File: src/inc/pasr_pkg.sv
// Shared constants and types for the station address strap and reset block.
package pasr_pkg;

  // Station address strap layout.
  localparam int          ADDR_W             = 5;
  localparam int          ADDR_BIT_LOOPBACK  = 0;
  localparam int          ADDR_BIT_ENCODE    = 1;
  localparam int          ADDR_BIT_CARRIER   = 2;
  localparam int          ADDR_BIT_PLAIN     = 3;
  localparam int          ADDR_BIT_RX_ERROR  = 4;
  localparam logic [4:0]  ISOLATE_ADDR       = 5'h00;
  localparam logic [4:0]  ADDR_RESET_VALUE   = 5'h00;

  // Timing of the strap capture after reset release.
  localparam int          CORE_CLK_PERIOD_NS = 50;
  localparam int          STRAP_SETTLE_NS    = 1000;
  localparam int          STRAP_SETTLE_CYC   = (STRAP_SETTLE_NS + CORE_CLK_PERIOD_NS - 1) / CORE_CLK_PERIOD_NS;

  // Test port instruction register.
  localparam int          IR_W               = 4;
  localparam logic [3:0]  IR_CAPTURE_VALUE   = 4'h1;
  localparam logic [3:0]  INSTR_IDCODE       = 4'h2;
  localparam logic [3:0]  INSTR_BYPASS       = 4'hf;
  localparam int          IDCODE_W           = 32;
  localparam logic [31:0] IDCODE_DEFAULT     = 32'h0a5a_5001;  // Arbitrary value that names no part.

  typedef enum logic {
    STRAP_SETTLE,
    STRAP_RUN
  } pasr_strap_state_t;

  typedef enum logic [3:0] {
    TAP_RESET,
    TAP_IDLE,
    TAP_SEL_DR,
    TAP_CAP_DR,
    TAP_SHIFT_DR,
    TAP_EXIT1_DR,
    TAP_PAUSE_DR,
    TAP_EXIT2_DR,
    TAP_UPD_DR,
    TAP_SEL_IR,
    TAP_CAP_IR,
    TAP_SHIFT_IR,
    TAP_EXIT1_IR,
    TAP_PAUSE_IR,
    TAP_EXIT2_IR,
    TAP_UPD_IR
  } pasr_tap_state_t;

endpackage

File: src/logic/pasr_sync.sv
// Two-stage synchroniser for pin levels entering the core clock domain.
`timescale 1ns/10ps
module pasr_sync
  import pasr_pkg::*;
#(
  parameter int WIDTH = 1
) (
  input  wire logic             core_clk,
  input  wire logic [WIDTH-1:0] pin_level,
  output logic      [WIDTH-1:0] sync_level
);

  logic [WIDTH-1:0] meta_r;
  logic [WIDTH-1:0] sync_r;

  if (WIDTH < 1) begin : g_bad_width
    $error("pasr_sync: WIDTH must be at least 1");
  end

  // No reset here: these stages only carry pin levels, and resetting them
  // would hide the strap levels while the device reset is held.
  always_ff @(posedge core_clk) begin
    meta_r <= pin_level;
    sync_r <= meta_r;
  end

  assign sync_level = sync_r;

endmodule

File: src/logic/pasr_strap.sv
// Strap capture sequencer that latches the station address after reset.
`timescale 1ns/10ps
module pasr_strap
  import pasr_pkg::*;
#(
  parameter int SETTLE_CYC = STRAP_SETTLE_CYC
) (
  input  wire logic              core_clk,
  input  wire logic              reset,
  input  wire logic [ADDR_W-1:0] strap_level,
  output logic      [ADDR_W-1:0] station_address,
  output logic                   capture_done
);

  localparam int CNT_W = $clog2(SETTLE_CYC + 1);

  pasr_strap_state_t state_r;
  pasr_strap_state_t state_nxt;
  logic [CNT_W-1:0]  cnt_r;
  logic [CNT_W-1:0]  cnt_nxt;
  logic [ADDR_W-1:0] addr_r;
  logic [ADDR_W-1:0] addr_nxt;
  logic              done_r;
  logic              done_nxt;

  if (SETTLE_CYC < 3) begin : g_bad_settle
    $error("pasr_strap: SETTLE_CYC must cover the synchroniser delay");
  end

  always_comb begin
    state_nxt = state_r;
    cnt_nxt   = cnt_r;
    addr_nxt  = addr_r;
    done_nxt  = done_r;
    unique case (state_r)
      STRAP_SETTLE: begin
        // The pins are still undriven here, so the address follows the
        // resistor levels and the last sample before the switch is kept.
        addr_nxt = strap_level;
        cnt_nxt  = cnt_r + CNT_W'(1);
        if (cnt_r == CNT_W'(SETTLE_CYC - 1)) begin
          state_nxt = STRAP_RUN;
          done_nxt  = 1'b1;
        end
      end
      STRAP_RUN: begin
        cnt_nxt = cnt_r;
      end
    endcase
  end

  always_ff @(posedge core_clk) begin
    if (reset) begin
      state_r <= STRAP_SETTLE;
      cnt_r   <= '0;
      addr_r  <= ADDR_RESET_VALUE;
      done_r  <= 1'b0;
    end else begin
      state_r <= state_nxt;
      cnt_r   <= cnt_nxt;
      addr_r  <= addr_nxt;
      done_r  <= done_nxt;
    end
  end

  assign station_address = addr_r;
  assign capture_done    = done_r;

endmodule

File: src/logic/pasr_top.sv
// Station address strap capture, dual-function pin handover and test port.
`timescale 1ns/10ps
// Contract
// - Sample strap levels at reset into address
// - Five address bits, one pin per bit
// - All-zero address forces isolation
// - Bit 0 pin becomes loopback enable output
// - Bit 1 pin becomes encode select output
// - Bit 2 pin becomes carrier sense output
// - Bit 4 pin becomes receive error, may float
// - Reset high reinitialises device, recaptures straps
// - Low test reset asynchronously resets test logic
// - Serial data in and out, output may float
// - Test logic clocked by test clock, mode select (here core_clk clocks it, sampling test clock edges)
module pasr_top
  import pasr_pkg::*;
#(
  parameter int          SETTLE_CYC   = STRAP_SETTLE_CYC,
  parameter logic [31:0] IDCODE_VALUE = IDCODE_DEFAULT
) (
  input  wire logic              core_clk,
  input  wire logic              reset,
  // Dual-function pads: level seen on the pad, driven value and enable.
  input  wire logic              loopback_enable_pad,
  output logic                   loopback_enable_out,
  output logic                   loopback_enable_oe,
  input  wire logic              encode_select_pad,
  output logic                   encode_select_out,
  output logic                   encode_select_oe,
  input  wire logic              carrier_sense_pad,
  output logic                   carrier_sense_out,
  output logic                   carrier_sense_oe,
  input  wire logic              station_address_strap3,
  input  wire logic              receive_error_pad,
  output logic                   receive_error_out,
  output logic                   receive_error_oe,
  // Functional values from the rest of the device, same clock.
  input  wire logic              loopback_enable_req,
  input  wire logic              encode_select_req,
  input  wire logic              carrier_sense_req,
  input  wire logic              receive_error_req,
  input  wire logic              receive_error_hiz,
  // Captured address and its consequences.
  output logic      [ADDR_W-1:0] station_address_strap,
  output logic                   station_address_valid,
  output logic                   isolate,
  // Test access port.
  input  wire logic              scan_clock,
  input  wire logic              test_mode_sel,
  input  wire logic              test_data_in,
  input  wire logic              test_reset_n,
  output logic                   test_data_out,
  output logic                   test_data_oe
);

  if (IDCODE_VALUE[0] != 1'b1) begin : g_bad_idcode
    $error("pasr_top: identification value must end in a one");
  end

  // The identification default is arbitrary and names no real part.

  logic [ADDR_W-1:0]   strap_pad;
  logic [ADDR_W-1:0]   strap_sync;
  logic [ADDR_W-1:0]   cap_addr;
  logic                cap_done;

  logic                loopback_r;
  logic                loopback_nxt;
  logic                encode_r;
  logic                encode_nxt;
  logic                crs_r;
  logic                crs_nxt;
  logic                rxer_r;
  logic                rxer_nxt;
  logic                pin_oe_r;
  logic                pin_oe_nxt;
  logic                rxer_oe_r;
  logic                rxer_oe_nxt;
  logic [ADDR_W-1:0]   addr_out_r;
  logic [ADDR_W-1:0]   addr_out_nxt;
  logic                valid_r;
  logic                valid_nxt;
  logic                isolate_r;
  logic                isolate_nxt;

  logic [2:0]          tap_pins;
  logic [2:0]          tap_sync;
  logic                tck_s;
  logic                tms_s;
  logic                tdi_s;
  logic                tck_d_r;
  logic                tck_rise;
  logic                tck_fall;

  pasr_tap_state_t     tap_state_r;
  pasr_tap_state_t     tap_state_nxt;
  logic [IR_W-1:0]     ir_shift_r;
  logic [IR_W-1:0]     ir_shift_nxt;
  logic [IR_W-1:0]     ir_r;
  logic [IR_W-1:0]     ir_nxt;
  logic                bypass_r;
  logic                bypass_nxt;
  logic [IDCODE_W-1:0] id_shift_r;
  logic [IDCODE_W-1:0] id_shift_nxt;
  logic                tdo_r;
  logic                tdo_nxt;
  logic                tdo_oe_r;
  logic                tdo_oe_nxt;

  // Strap pads enter through the synchroniser, one pad per address bit.
  always_comb begin
    strap_pad                    = '0;
    strap_pad[ADDR_BIT_LOOPBACK] = loopback_enable_pad;
    strap_pad[ADDR_BIT_ENCODE]   = encode_select_pad;
    strap_pad[ADDR_BIT_CARRIER]  = carrier_sense_pad;
    strap_pad[ADDR_BIT_PLAIN]    = station_address_strap3;
    strap_pad[ADDR_BIT_RX_ERROR] = receive_error_pad;
  end

  pasr_sync #(
    .WIDTH (ADDR_W)
  ) u_strap_sync (
    .core_clk   (core_clk),
    .pin_level  (strap_pad),
    .sync_level (strap_sync)
  );

  pasr_strap #(
    .SETTLE_CYC (SETTLE_CYC)
  ) u_strap (
    .core_clk        (core_clk),
    .reset           (reset),
    .strap_level     (strap_sync),
    .station_address (cap_addr),
    .capture_done    (cap_done)
  );

  // Pin handover: nothing is driven until the address has been taken.
  always_comb begin
    pin_oe_nxt   = cap_done;
    rxer_oe_nxt  = cap_done & ~receive_error_hiz;
    loopback_nxt = cap_done & loopback_enable_req;
    encode_nxt   = cap_done & encode_select_req;
    crs_nxt      = cap_done & carrier_sense_req;
    rxer_nxt     = cap_done & receive_error_req;
    addr_out_nxt = cap_addr;
    valid_nxt    = cap_done;
    // Isolation is also held while capture runs, so the device never
    // answers at an address that is still settling.
    isolate_nxt  = ~cap_done | (cap_addr == ISOLATE_ADDR);
  end

  always_ff @(posedge core_clk) begin
    if (reset) begin
      pin_oe_r   <= 1'b0;
      rxer_oe_r  <= 1'b0;
      loopback_r <= 1'b0;
      encode_r   <= 1'b0;
      crs_r      <= 1'b0;
      rxer_r     <= 1'b0;
      addr_out_r <= ADDR_RESET_VALUE;
      valid_r    <= 1'b0;
      isolate_r  <= 1'b1;
    end else begin
      pin_oe_r   <= pin_oe_nxt;
      rxer_oe_r  <= rxer_oe_nxt;
      loopback_r <= loopback_nxt;
      encode_r   <= encode_nxt;
      crs_r      <= crs_nxt;
      rxer_r     <= rxer_nxt;
      addr_out_r <= addr_out_nxt;
      valid_r    <= valid_nxt;
      isolate_r  <= isolate_nxt;
    end
  end

  assign loopback_enable_out   = loopback_r;
  assign loopback_enable_oe    = pin_oe_r;
  assign encode_select_out     = encode_r;
  assign encode_select_oe      = pin_oe_r;
  assign carrier_sense_out     = crs_r;
  assign carrier_sense_oe      = pin_oe_r;
  assign receive_error_out     = rxer_r;
  assign receive_error_oe      = rxer_oe_r;
  assign station_address_strap = addr_out_r;
  assign station_address_valid = valid_r;
  assign isolate               = isolate_r;

  // The test clock is sampled as a level, so it must stay well below a
  // quarter of the core clock rate for every edge to be seen.
  assign tap_pins = {scan_clock, test_mode_sel, test_data_in};

  pasr_sync #(
    .WIDTH (3)
  ) u_tap_sync (
    .core_clk   (core_clk),
    .pin_level  (tap_pins),
    .sync_level (tap_sync)
  );

  assign tck_s    = tap_sync[2];
  assign tms_s    = tap_sync[1];
  assign tdi_s    = tap_sync[0];
  assign tck_rise = tck_s & ~tck_d_r;
  assign tck_fall = ~tck_s & tck_d_r;

  function automatic pasr_tap_state_t tap_next(input pasr_tap_state_t st, input logic tms);
    pasr_tap_state_t nx;
    nx = st;
    unique case (st)
      TAP_RESET:    nx = tms ? TAP_RESET : TAP_IDLE;
      TAP_IDLE:     nx = tms ? TAP_SEL_DR : TAP_IDLE;
      TAP_SEL_DR:   nx = tms ? TAP_SEL_IR : TAP_CAP_DR;
      TAP_CAP_DR:   nx = tms ? TAP_EXIT1_DR : TAP_SHIFT_DR;
      TAP_SHIFT_DR: nx = tms ? TAP_EXIT1_DR : TAP_SHIFT_DR;
      TAP_EXIT1_DR: nx = tms ? TAP_UPD_DR : TAP_PAUSE_DR;
      TAP_PAUSE_DR: nx = tms ? TAP_EXIT2_DR : TAP_PAUSE_DR;
      TAP_EXIT2_DR: nx = tms ? TAP_UPD_DR : TAP_SHIFT_DR;
      TAP_UPD_DR:   nx = tms ? TAP_SEL_DR : TAP_IDLE;
      TAP_SEL_IR:   nx = tms ? TAP_RESET : TAP_CAP_IR;
      TAP_CAP_IR:   nx = tms ? TAP_EXIT1_IR : TAP_SHIFT_IR;
      TAP_SHIFT_IR: nx = tms ? TAP_EXIT1_IR : TAP_SHIFT_IR;
      TAP_EXIT1_IR: nx = tms ? TAP_UPD_IR : TAP_PAUSE_IR;
      TAP_PAUSE_IR: nx = tms ? TAP_EXIT2_IR : TAP_PAUSE_IR;
      TAP_EXIT2_IR: nx = tms ? TAP_UPD_IR : TAP_SHIFT_IR;
      TAP_UPD_IR:   nx = tms ? TAP_SEL_DR : TAP_IDLE;
    endcase
    return nx;
  endfunction

  // Any code other than the identification one selects the one-bit bypass.
  function automatic logic dr_is_idcode(input logic [IR_W-1:0] ir);
    return ir == INSTR_IDCODE;
  endfunction

  always_comb begin
    tap_state_nxt = tap_state_r;
    ir_shift_nxt  = ir_shift_r;
    ir_nxt        = ir_r;
    bypass_nxt    = bypass_r;
    id_shift_nxt  = id_shift_r;
    tdo_nxt       = tdo_r;
    tdo_oe_nxt    = tdo_oe_r;
    if (tck_rise) begin
      tap_state_nxt = tap_next(tap_state_r, tms_s);
      unique case (tap_state_r)
        TAP_RESET: begin
          ir_nxt = INSTR_IDCODE;
        end
        TAP_CAP_IR: begin
          ir_shift_nxt = IR_CAPTURE_VALUE;
        end
        TAP_SHIFT_IR: begin
          ir_shift_nxt = {tdi_s, ir_shift_r[IR_W-1:1]};
        end
        TAP_UPD_IR: begin
          ir_nxt = ir_shift_r;
        end
        TAP_CAP_DR: begin
          bypass_nxt   = 1'b0;
          id_shift_nxt = IDCODE_VALUE;
        end
        TAP_SHIFT_DR: begin
          if (dr_is_idcode(ir_r)) begin
            id_shift_nxt = {tdi_s, id_shift_r[IDCODE_W-1:1]};
          end else begin
            bypass_nxt = tdi_s;
          end
        end
        default: begin
          ir_nxt = ir_r;
        end
      endcase
    end
    // Data leaves on the falling test clock edge so the far end can take it
    // on the following rising edge with a full half period of margin.
    if (tck_fall) begin
      tdo_oe_nxt = (tap_state_r == TAP_SHIFT_IR) || (tap_state_r == TAP_SHIFT_DR);
      if (tap_state_r == TAP_SHIFT_IR) begin
        tdo_nxt = ir_shift_r[0];
      end else if (dr_is_idcode(ir_r)) begin
        tdo_nxt = id_shift_r[0];
      end else begin
        tdo_nxt = bypass_r;
      end
    end
  end

  // The device reset does not touch the test logic; only the test reset pin
  // or five test clocks with mode select high bring it back.
  always_ff @(posedge core_clk or negedge test_reset_n) begin
    if (!test_reset_n) begin
      tck_d_r     <= 1'b0;
      tap_state_r <= TAP_RESET;
      ir_shift_r  <= IR_CAPTURE_VALUE;
      ir_r        <= INSTR_IDCODE;
      bypass_r    <= 1'b0;
      id_shift_r  <= IDCODE_VALUE;
      tdo_r       <= 1'b0;
      tdo_oe_r    <= 1'b0;
    end else begin
      tck_d_r     <= tck_s;
      tap_state_r <= tap_state_nxt;
      ir_shift_r  <= ir_shift_nxt;
      ir_r        <= ir_nxt;
      bypass_r    <= bypass_nxt;
      id_shift_r  <= id_shift_nxt;
      tdo_r       <= tdo_nxt;
      tdo_oe_r    <= tdo_oe_nxt;
    end
  end

  assign test_data_out = tdo_r;
  assign test_data_oe  = tdo_oe_r;

endmodule

File: config.mk
export PLATFORM = sky130hd
export DESIGN_NAME = pasr_top
export DESIGN_NICKNAME = d
export VERILOG_FILES = /design/src/inc/pasr_pkg.sv /design/src/logic/pasr_sync.sv /design/src/logic/pasr_strap.sv /design/src/logic/pasr_top.sv
export SDC_FILE = /design/constraint.sdc
export NUM_CORES = 1
export LEC_CHECK = 0
export BUFFER_PORTS_ARGS = -buffer_cell sky130_fd_sc_hd__buf_2
export CAP_MARGIN = 20
export CORE_MARGIN = 5
export CORE_UTILIZATION = 45
export DETAILED_ROUTE_END_ITERATION = 10
export RECOVER_POWER = 25
export REMOVE_ABC_BUFFERS = 1
export SLEW_MARGIN = 20
export SYNTH_ARGS = -nofsm -noshare
export SYNTH_HDL_FRONTEND = slang
export SYNTH_SLANG_ARGS = --single-unit
File: constraint.sdc
create_clock -name core_clk -period 3.7 [get_ports core_clk]
set_clock_uncertainty 0.2 [all_clocks]
set_input_delay 0.185 -clock core_clk [delete_from_list [all_inputs] [get_ports core_clk]]
set_output_delay 0.185 -clock core_clk [all_outputs]
set_load 0.01 [all_outputs]
# Word level (Yosys, flattened, before mapping)
# Index checks and enable logic that the tools add are counted.
totals:
  word_cells: 95
  input_bits: 16
  regBits: 88
  output_inout_bits: 17
op_classes:
  n_reduce_logical: 14
  eq_ne: 19
  add_sub_neg: 1
  n_bitwise: 13
  mux: 24
ops:
  columns: ["cell", "count"]
  rows:
  - ["$pmux W32 S2", 1]
  - ["$pmux W4 S12", 1]
  - ["$eq A4 B4 Y1 const B", 8]
  - ["$mux W32", 1]
  - ["$eq A4 B3 Y1 const B", 4]
  - ["$mux W4", 4]
  - ["$pmux W4 S2", 2]
  - ["$eq A4 B2 Y1 const B", 3]
  - ["$mux W1", 8]
  - ["$and A1 B1 Y1", 7]
  - ["$mux W2", 3]
  - ["$mux W3", 2]
  - ["$reduce_and A2 Y1", 3]
  - ["$reduce_and A3 Y1", 2]
  - ["$reduce_bool A2 Y1", 3]
  - ["$add A5 B1 Y5 const B", 1]
  - ["$eq A5 B5 Y1 const B", 1]
  - ["$logic_not A5 Y1", 1]
  - ["$mux W5", 1]
  - ["$not A1 Y1", 5]
  - ["$eq A4 B1 Y1 const B", 1]
  - ["$logic_not A4 Y1", 1]
  - ["$ne A2 B2 Y1 const B", 2]
  - ["$reduce_or A2 Y1", 2]
  - ["other kinds (4)", 4]

# Longest topological paths before layout
logic_depth:
  ltp_word: 3
  mapped_depth: 5
  depth_no_buf: 4

# By module
# A second synthesis with hierarchy kept.
unflattened:
  cells_unflattened: 258
  hier_area_um2: 3175.5
modules_own_cells:
  columns: ["mod", "area_per_inst_um2", "seq_area_each_um2", "instances", "cells_each"]
  rows:
  - ["pasr_top", 2403.6, 1455.1, 1, 199]
  - ["pasr_strap", 451.7, 240.2, 1, 43]
  - ["pasr_sync at u_strap_sync", 200.2, 200.2, 1, 10]
  - ["pasr_sync at u_tap_sync", 120.1, 120.1, 1, 6]

# Worst setup path after synthesis
# OpenSTA, ideal clock, no wires.
synth_timing:
  path_kind: "reg-to-reg"
  startpoint: "register ir_r[1]"
  endpoint: "register id_shift_r[16]"
  setup_time_ns: 0.121
  slack_ns: 2.037
  period_less_slack_ns: 1.663
  required_time_ns: 3.379
  path_buffers: 1
  arrival_time_ns: 1.342
  path_stages_with_launch: 6
  cell_sequence: "dfstp_2 nor4b_4 nand2b_2 nand2b_4 buf_6 a22o_1"
synth_between:
  elab_chain_cells: 3
synth_rtl:
  columns: ["item", "line", "text"]
  rows:
  - ["from (decl)", "pasr_top.sv:99", "logic [IR_W-1:0] ir_r;"]
  - ["from (signal assigned)", "pasr_top.sv:305", "ir_r <= ir_nxt;"]
  - ["$eq A4 B2 Y1", "pasr_top.sv:233", "return ir == INSTR_IDCODE;"]
  - ["$ne A2 B2 Y1 (no line)", null, null]
  - ["$reduce_and A3 Y1 (no line)", null, null]
  - ["to (signal assigned)", "pasr_top.sv:307", "id_shift_r <= id_shift_nxt;"]
  - ["to (decl)", "pasr_top.sv:103", "logic [IDCODE_W-1:0] id_shift_r;"]
# No other way between the ends.
# A chain may end at the register's enable or synchronous reset.

# Final worst setup path
layout_timing:
  startpoint: "register tap_state_r[0]"
  endpoint: "register id_shift_r[30]"
layout_between:
  elab_chain_cells: 3
  word_cells_on_any_way: 6
  cone_classes: "eq/ne (3); mux (1); reduce/logical (2)"
layout_rtl:
  columns: ["item", "line", "text"]
  rows:
  - ["from (decl)", "pasr_top.sv:95", "pasr_tap_state_t tap_state_r;"]
  - ["from (signal assigned)", "pasr_top.sv:303", "tap_state_r <= tap_state_nxt;"]
  - ["$eq A4 B3 Y1 or $eq A4 B2 Y1 (tied branches)", "pasr_top.sv:246", "unique case (tap_state_r)"]
  - ["$ne A2 B2 Y1 (no line) or $reduce_bool A2 Y1 (tied branches)", null, null]
  - ["$reduce_and A3 Y1 (no line)", null, null]
# Several ways; a longest one is shown, not always the timed one.

==> summary.txt <==
Status
  – Status: finished, final reports clean

Synth
  – Post-synth top flop: dfxtp_1
  – Mapped Area: 3240 um2
  – Synthesis Warnings: 0
  – Share of the synthesized area in the top cell type: 28.6%
  – Mapped Avg Cell Area: 12.0 um2
  – Commonest cells in the netlist: dfxtp_1 (40), dfrtp_1 (37), a22o_1 (25)
  – Count of flip-flops with a built-in enable after synthesis: 0
  – Area contributors post-synth: dfrtp_1 (29%), dfxtp_1 (25%), dfstp_2 (8.9%)
  – Ys async rst share: 54.5%
  – Sequential share of the synthesized area: 62.2%
  – Post-synthesis cell count: 271
  – Synth area leader: dfrtp_1
  – Synth unique cells: 45
  – Count leader, synth: dfxtp_1
  – Synth Register Bits: 88

Power and ir drop
  – Sw frac: 28.9%
  – Power share of the clock group: 26.1%
  – Pwr/cell area: 643 nW/um2
  – Gate power share: 18.2%
  – Flop pwr share: 55.7%
  – Total power: 2.41 mW
  – Sw Pwr: 0.699 mW
  – Leakage power: 1.64 nW
  – Int Pwr: 1.72 mW
  – VDD IR max: 314 uV

Worst setup path
  – Critical-path cell list: nor4b_4 > nand2_1 > nor2_2 > a22o_1
  – Worst path bufs/invs: 0
  – Top Family by Delay on Critical Path: simple AND/OR/NAND/NOR gates
  – Reg2reg end: id_shift_r[30]
  – Worst-path fanout max: 23
  – Crit path arrival time: 2.44 ns
  – R2R cell count: 4
  – CP max-delay cell: nor2_2
  – Setup crit end kind: register
  – CP required: 3.78 ns
  – Critical path class: reg2reg
  – Reg2Reg Setup Slack: 1.34 ns
  – Crit path largest cell delay: 0.67 ns
  – Reg-to-Reg Start: tap_state_r[0]
  – Crit path launch type: register

STA
  – Total negative slack: 0 ns
  – Max_slew headroom: 42.8%
  – RSZ-0062 raised after global routing: false
  – Worst-Margin Slew: 0.857 ns
  – Final setup fails: 0
  – Tcrit/Tclk final: 63.7%
  – Slew Limit Fails: 0
  – Endpoints failing hold: 0
  – Final min period: 2.36 ns
  – Max Clk Rate: 0.425 GHz

Floorplanning
  – Top-Level Pins: 33
  – Initial Util: 45.4%
  – Core area: 7140 um2
  – Row cnt: 31
  – Die ar.: 9000 um2
  – Die X: 94.9 um
  – Die Ht: 94.9 um

Clock tree
  – CTS tree: yes
  – Worst skew pair latency: 0.35 ns
  – Clock Tree Root: clkbuf_8
  – Htree depth: 3
  – Clock Path Buffers: 2
  – Clock Sinks: 88
  – Post-CTS Setup Bufs: 0
  – Post_cts resized: 0
  – Num CTS Buffers: 9
  – Clock-pin slew on the worst setup and hold paths: 0.08 ns
  – Hold-fix buffers, CTS: 15

Route
  – Vias per cell: 4.97
  – Post-route ant nets: 0
  – DR vias: 2063
  – DR WL/cell: 12.7 um
  – Drt pass-1 iters: 4
  – Drt drc: 0
  – Final wirelength: 5.26 mm
  – DR iter-0 viols: 85

Placement
  – GP Congestion: 0.753
  – # port buffers: 32
  – Post-DP HPWL: 3.28 mm
  – Placed cell areas: 3410 um2

Cells and area
  – Ratio of cells with drive above 1 in the final layout: 19.9%
  – Diodes inserted: 0
  – Area Growth Syn to Fin: 15.7%
  – Fillers: 646
  – Post-route cell area: 3750 um2
  – Nets: 328

GRT
  – First-pass GRT wire length: 9.40 mm
  – Vias in the first global route: 2014
  – Initial antenna violation count: 0
  – Largest net degree at the start of global routing: 49
  – Overflow after GRT: 0
  – All-layer global routing usage: 13.5%

Run
  – Max-cap violations: 0

Hold path
  – Hold_sp: u_strap_sync.meta_r[1]
  – Hold path depth: 0
  – Hold Path End: u_strap_sync.sync_level[1]
  – Worst min path class: reg2reg
## cell usage in the layout, fill, tap and decap left out, types with 5 or more instances in the layout
cell type      instances
dfxtp_1               40
dfrtp_1               37
buf_2                 30
a22o_1                25
nor2_1                17
nor2b_1               17
nand2_1               16
dlygate4sd3_1         15
dfstp_2               11
o21ai_1               10
clkbuf_8              10
o22a_1                 9
a21oi_1                7
mux2i_1                7
nand3_1                6
o21ai_0                5
and2_1                 5
## metrics by stage
| stage | utilization, % | hold WS [ns] | setup slack, ns | cells |
|---|---|---|---|---|
| after floorplan | - | -0.311 | 1.73 | 253 |
| after global placement | 47.8 | 0.0879 | 1.41 | 384 |
| after detailed placement | 47.8 | 0.0886 | 1.38 | 384 |
| after CTS | 52.6 | 0.132 | 1.35 | 415 |
| after global routing | 52.6 | 0.144 | 1.15 | 415 |
| final | 52.6 | 0.131 | 1.34 | 415 |
## layer usage
| metal | share of wire, % | global-route usage, % | vias to the layer above | wire (um) |
|---|---|---|---|---|
| met5 | 0 | 0 | - | 0 |
| met4 | 0.55 | 5.77 | 0 | 29 |
| met3 | 3.5 | 4.38 | 2 | 182 |
| met2 | 46 | 20.5 | 27 | 2420 |
| met1 | 50 | 17.7 | 1002 | 2620 |
| li1 | - | - | 1032 | - |
## flip-flops by register name, summed over array words and instances (netlist names), 3 cells and up
signal,count
station_address_strap,5
id_shift_r,32
u_strap.station_address,5
tap_state_r,4
ir_shift_r,4
ir_r,4
u_strap.cnt_r,5
u_tap_sync.meta_r,3
u_tap_sync.sync_level,3
u_strap_sync.meta_r,5
u_strap_sync.sync_level,5
## worst max-delay path by stage
stage	cells past startpoint	to	from
floorplan	4	id_shift_r[10]	tap_state_r[0]
global placement	4	id_shift_r[2]	tap_state_r[0]
detailed placement	4	id_shift_r[26]	tap_state_r[0]
CTS	4	id_shift_r[30]	tap_state_r[0]
global route	4	id_shift_r[30]	tap_state_r[0]
finish	4	id_shift_r[30]	tap_state_r[0]
## cells by family (layout without fill, tap and decap cells)
| kind of cell | Yosys count | in the layout | share of synthesized area, % |
|---|---|---|---|
| flip-flops | 88 | 88 | 62.2 |
| AND/OR/NAND/NOR | 81 | 81 | 14.5 |
| AO/OA/AOI/OAI | 67 | 67 | 15.2 |
| buffers and inverters | 21 | 66 | 3.94 |
| multiplexers | 8 | 8 | 2.51 |
| XOR/XNOR | 5 | 5 | 1.35 |
| adder cells (fa/ha/maj) | 1 | 1 | 0.386 |
## layout make-up
type / count / area, um2 / area share (%)
Multi-Input combinational cell: 162 / 1100 / 29.3
Inverter: 3 / 11.3 / 0.300
Sequential cell: 88 / 2020 / 53.7
Timing Repair Buffer: 47 / 312 / 8.30
Clock inverter: 4 / 25.0 / 0.667
Clock buffer: 12 / 166 / 4.43
Tap cell: 99 / 124 / 3.30
## power groups by stage
stage	Sequential (mW)	Combinational, mW	Clock, mW
after floorplan	1.32	0.345	0
after global placement	1.36	0.425	0
after detailed placement	1.36	0.435	0
after CTS	1.35	0.447	0.652
after global routing	1.38	0.498	0.698
final	1.34	0.440	0.629
Note: power is estimated with default switching activity, not from simulation.
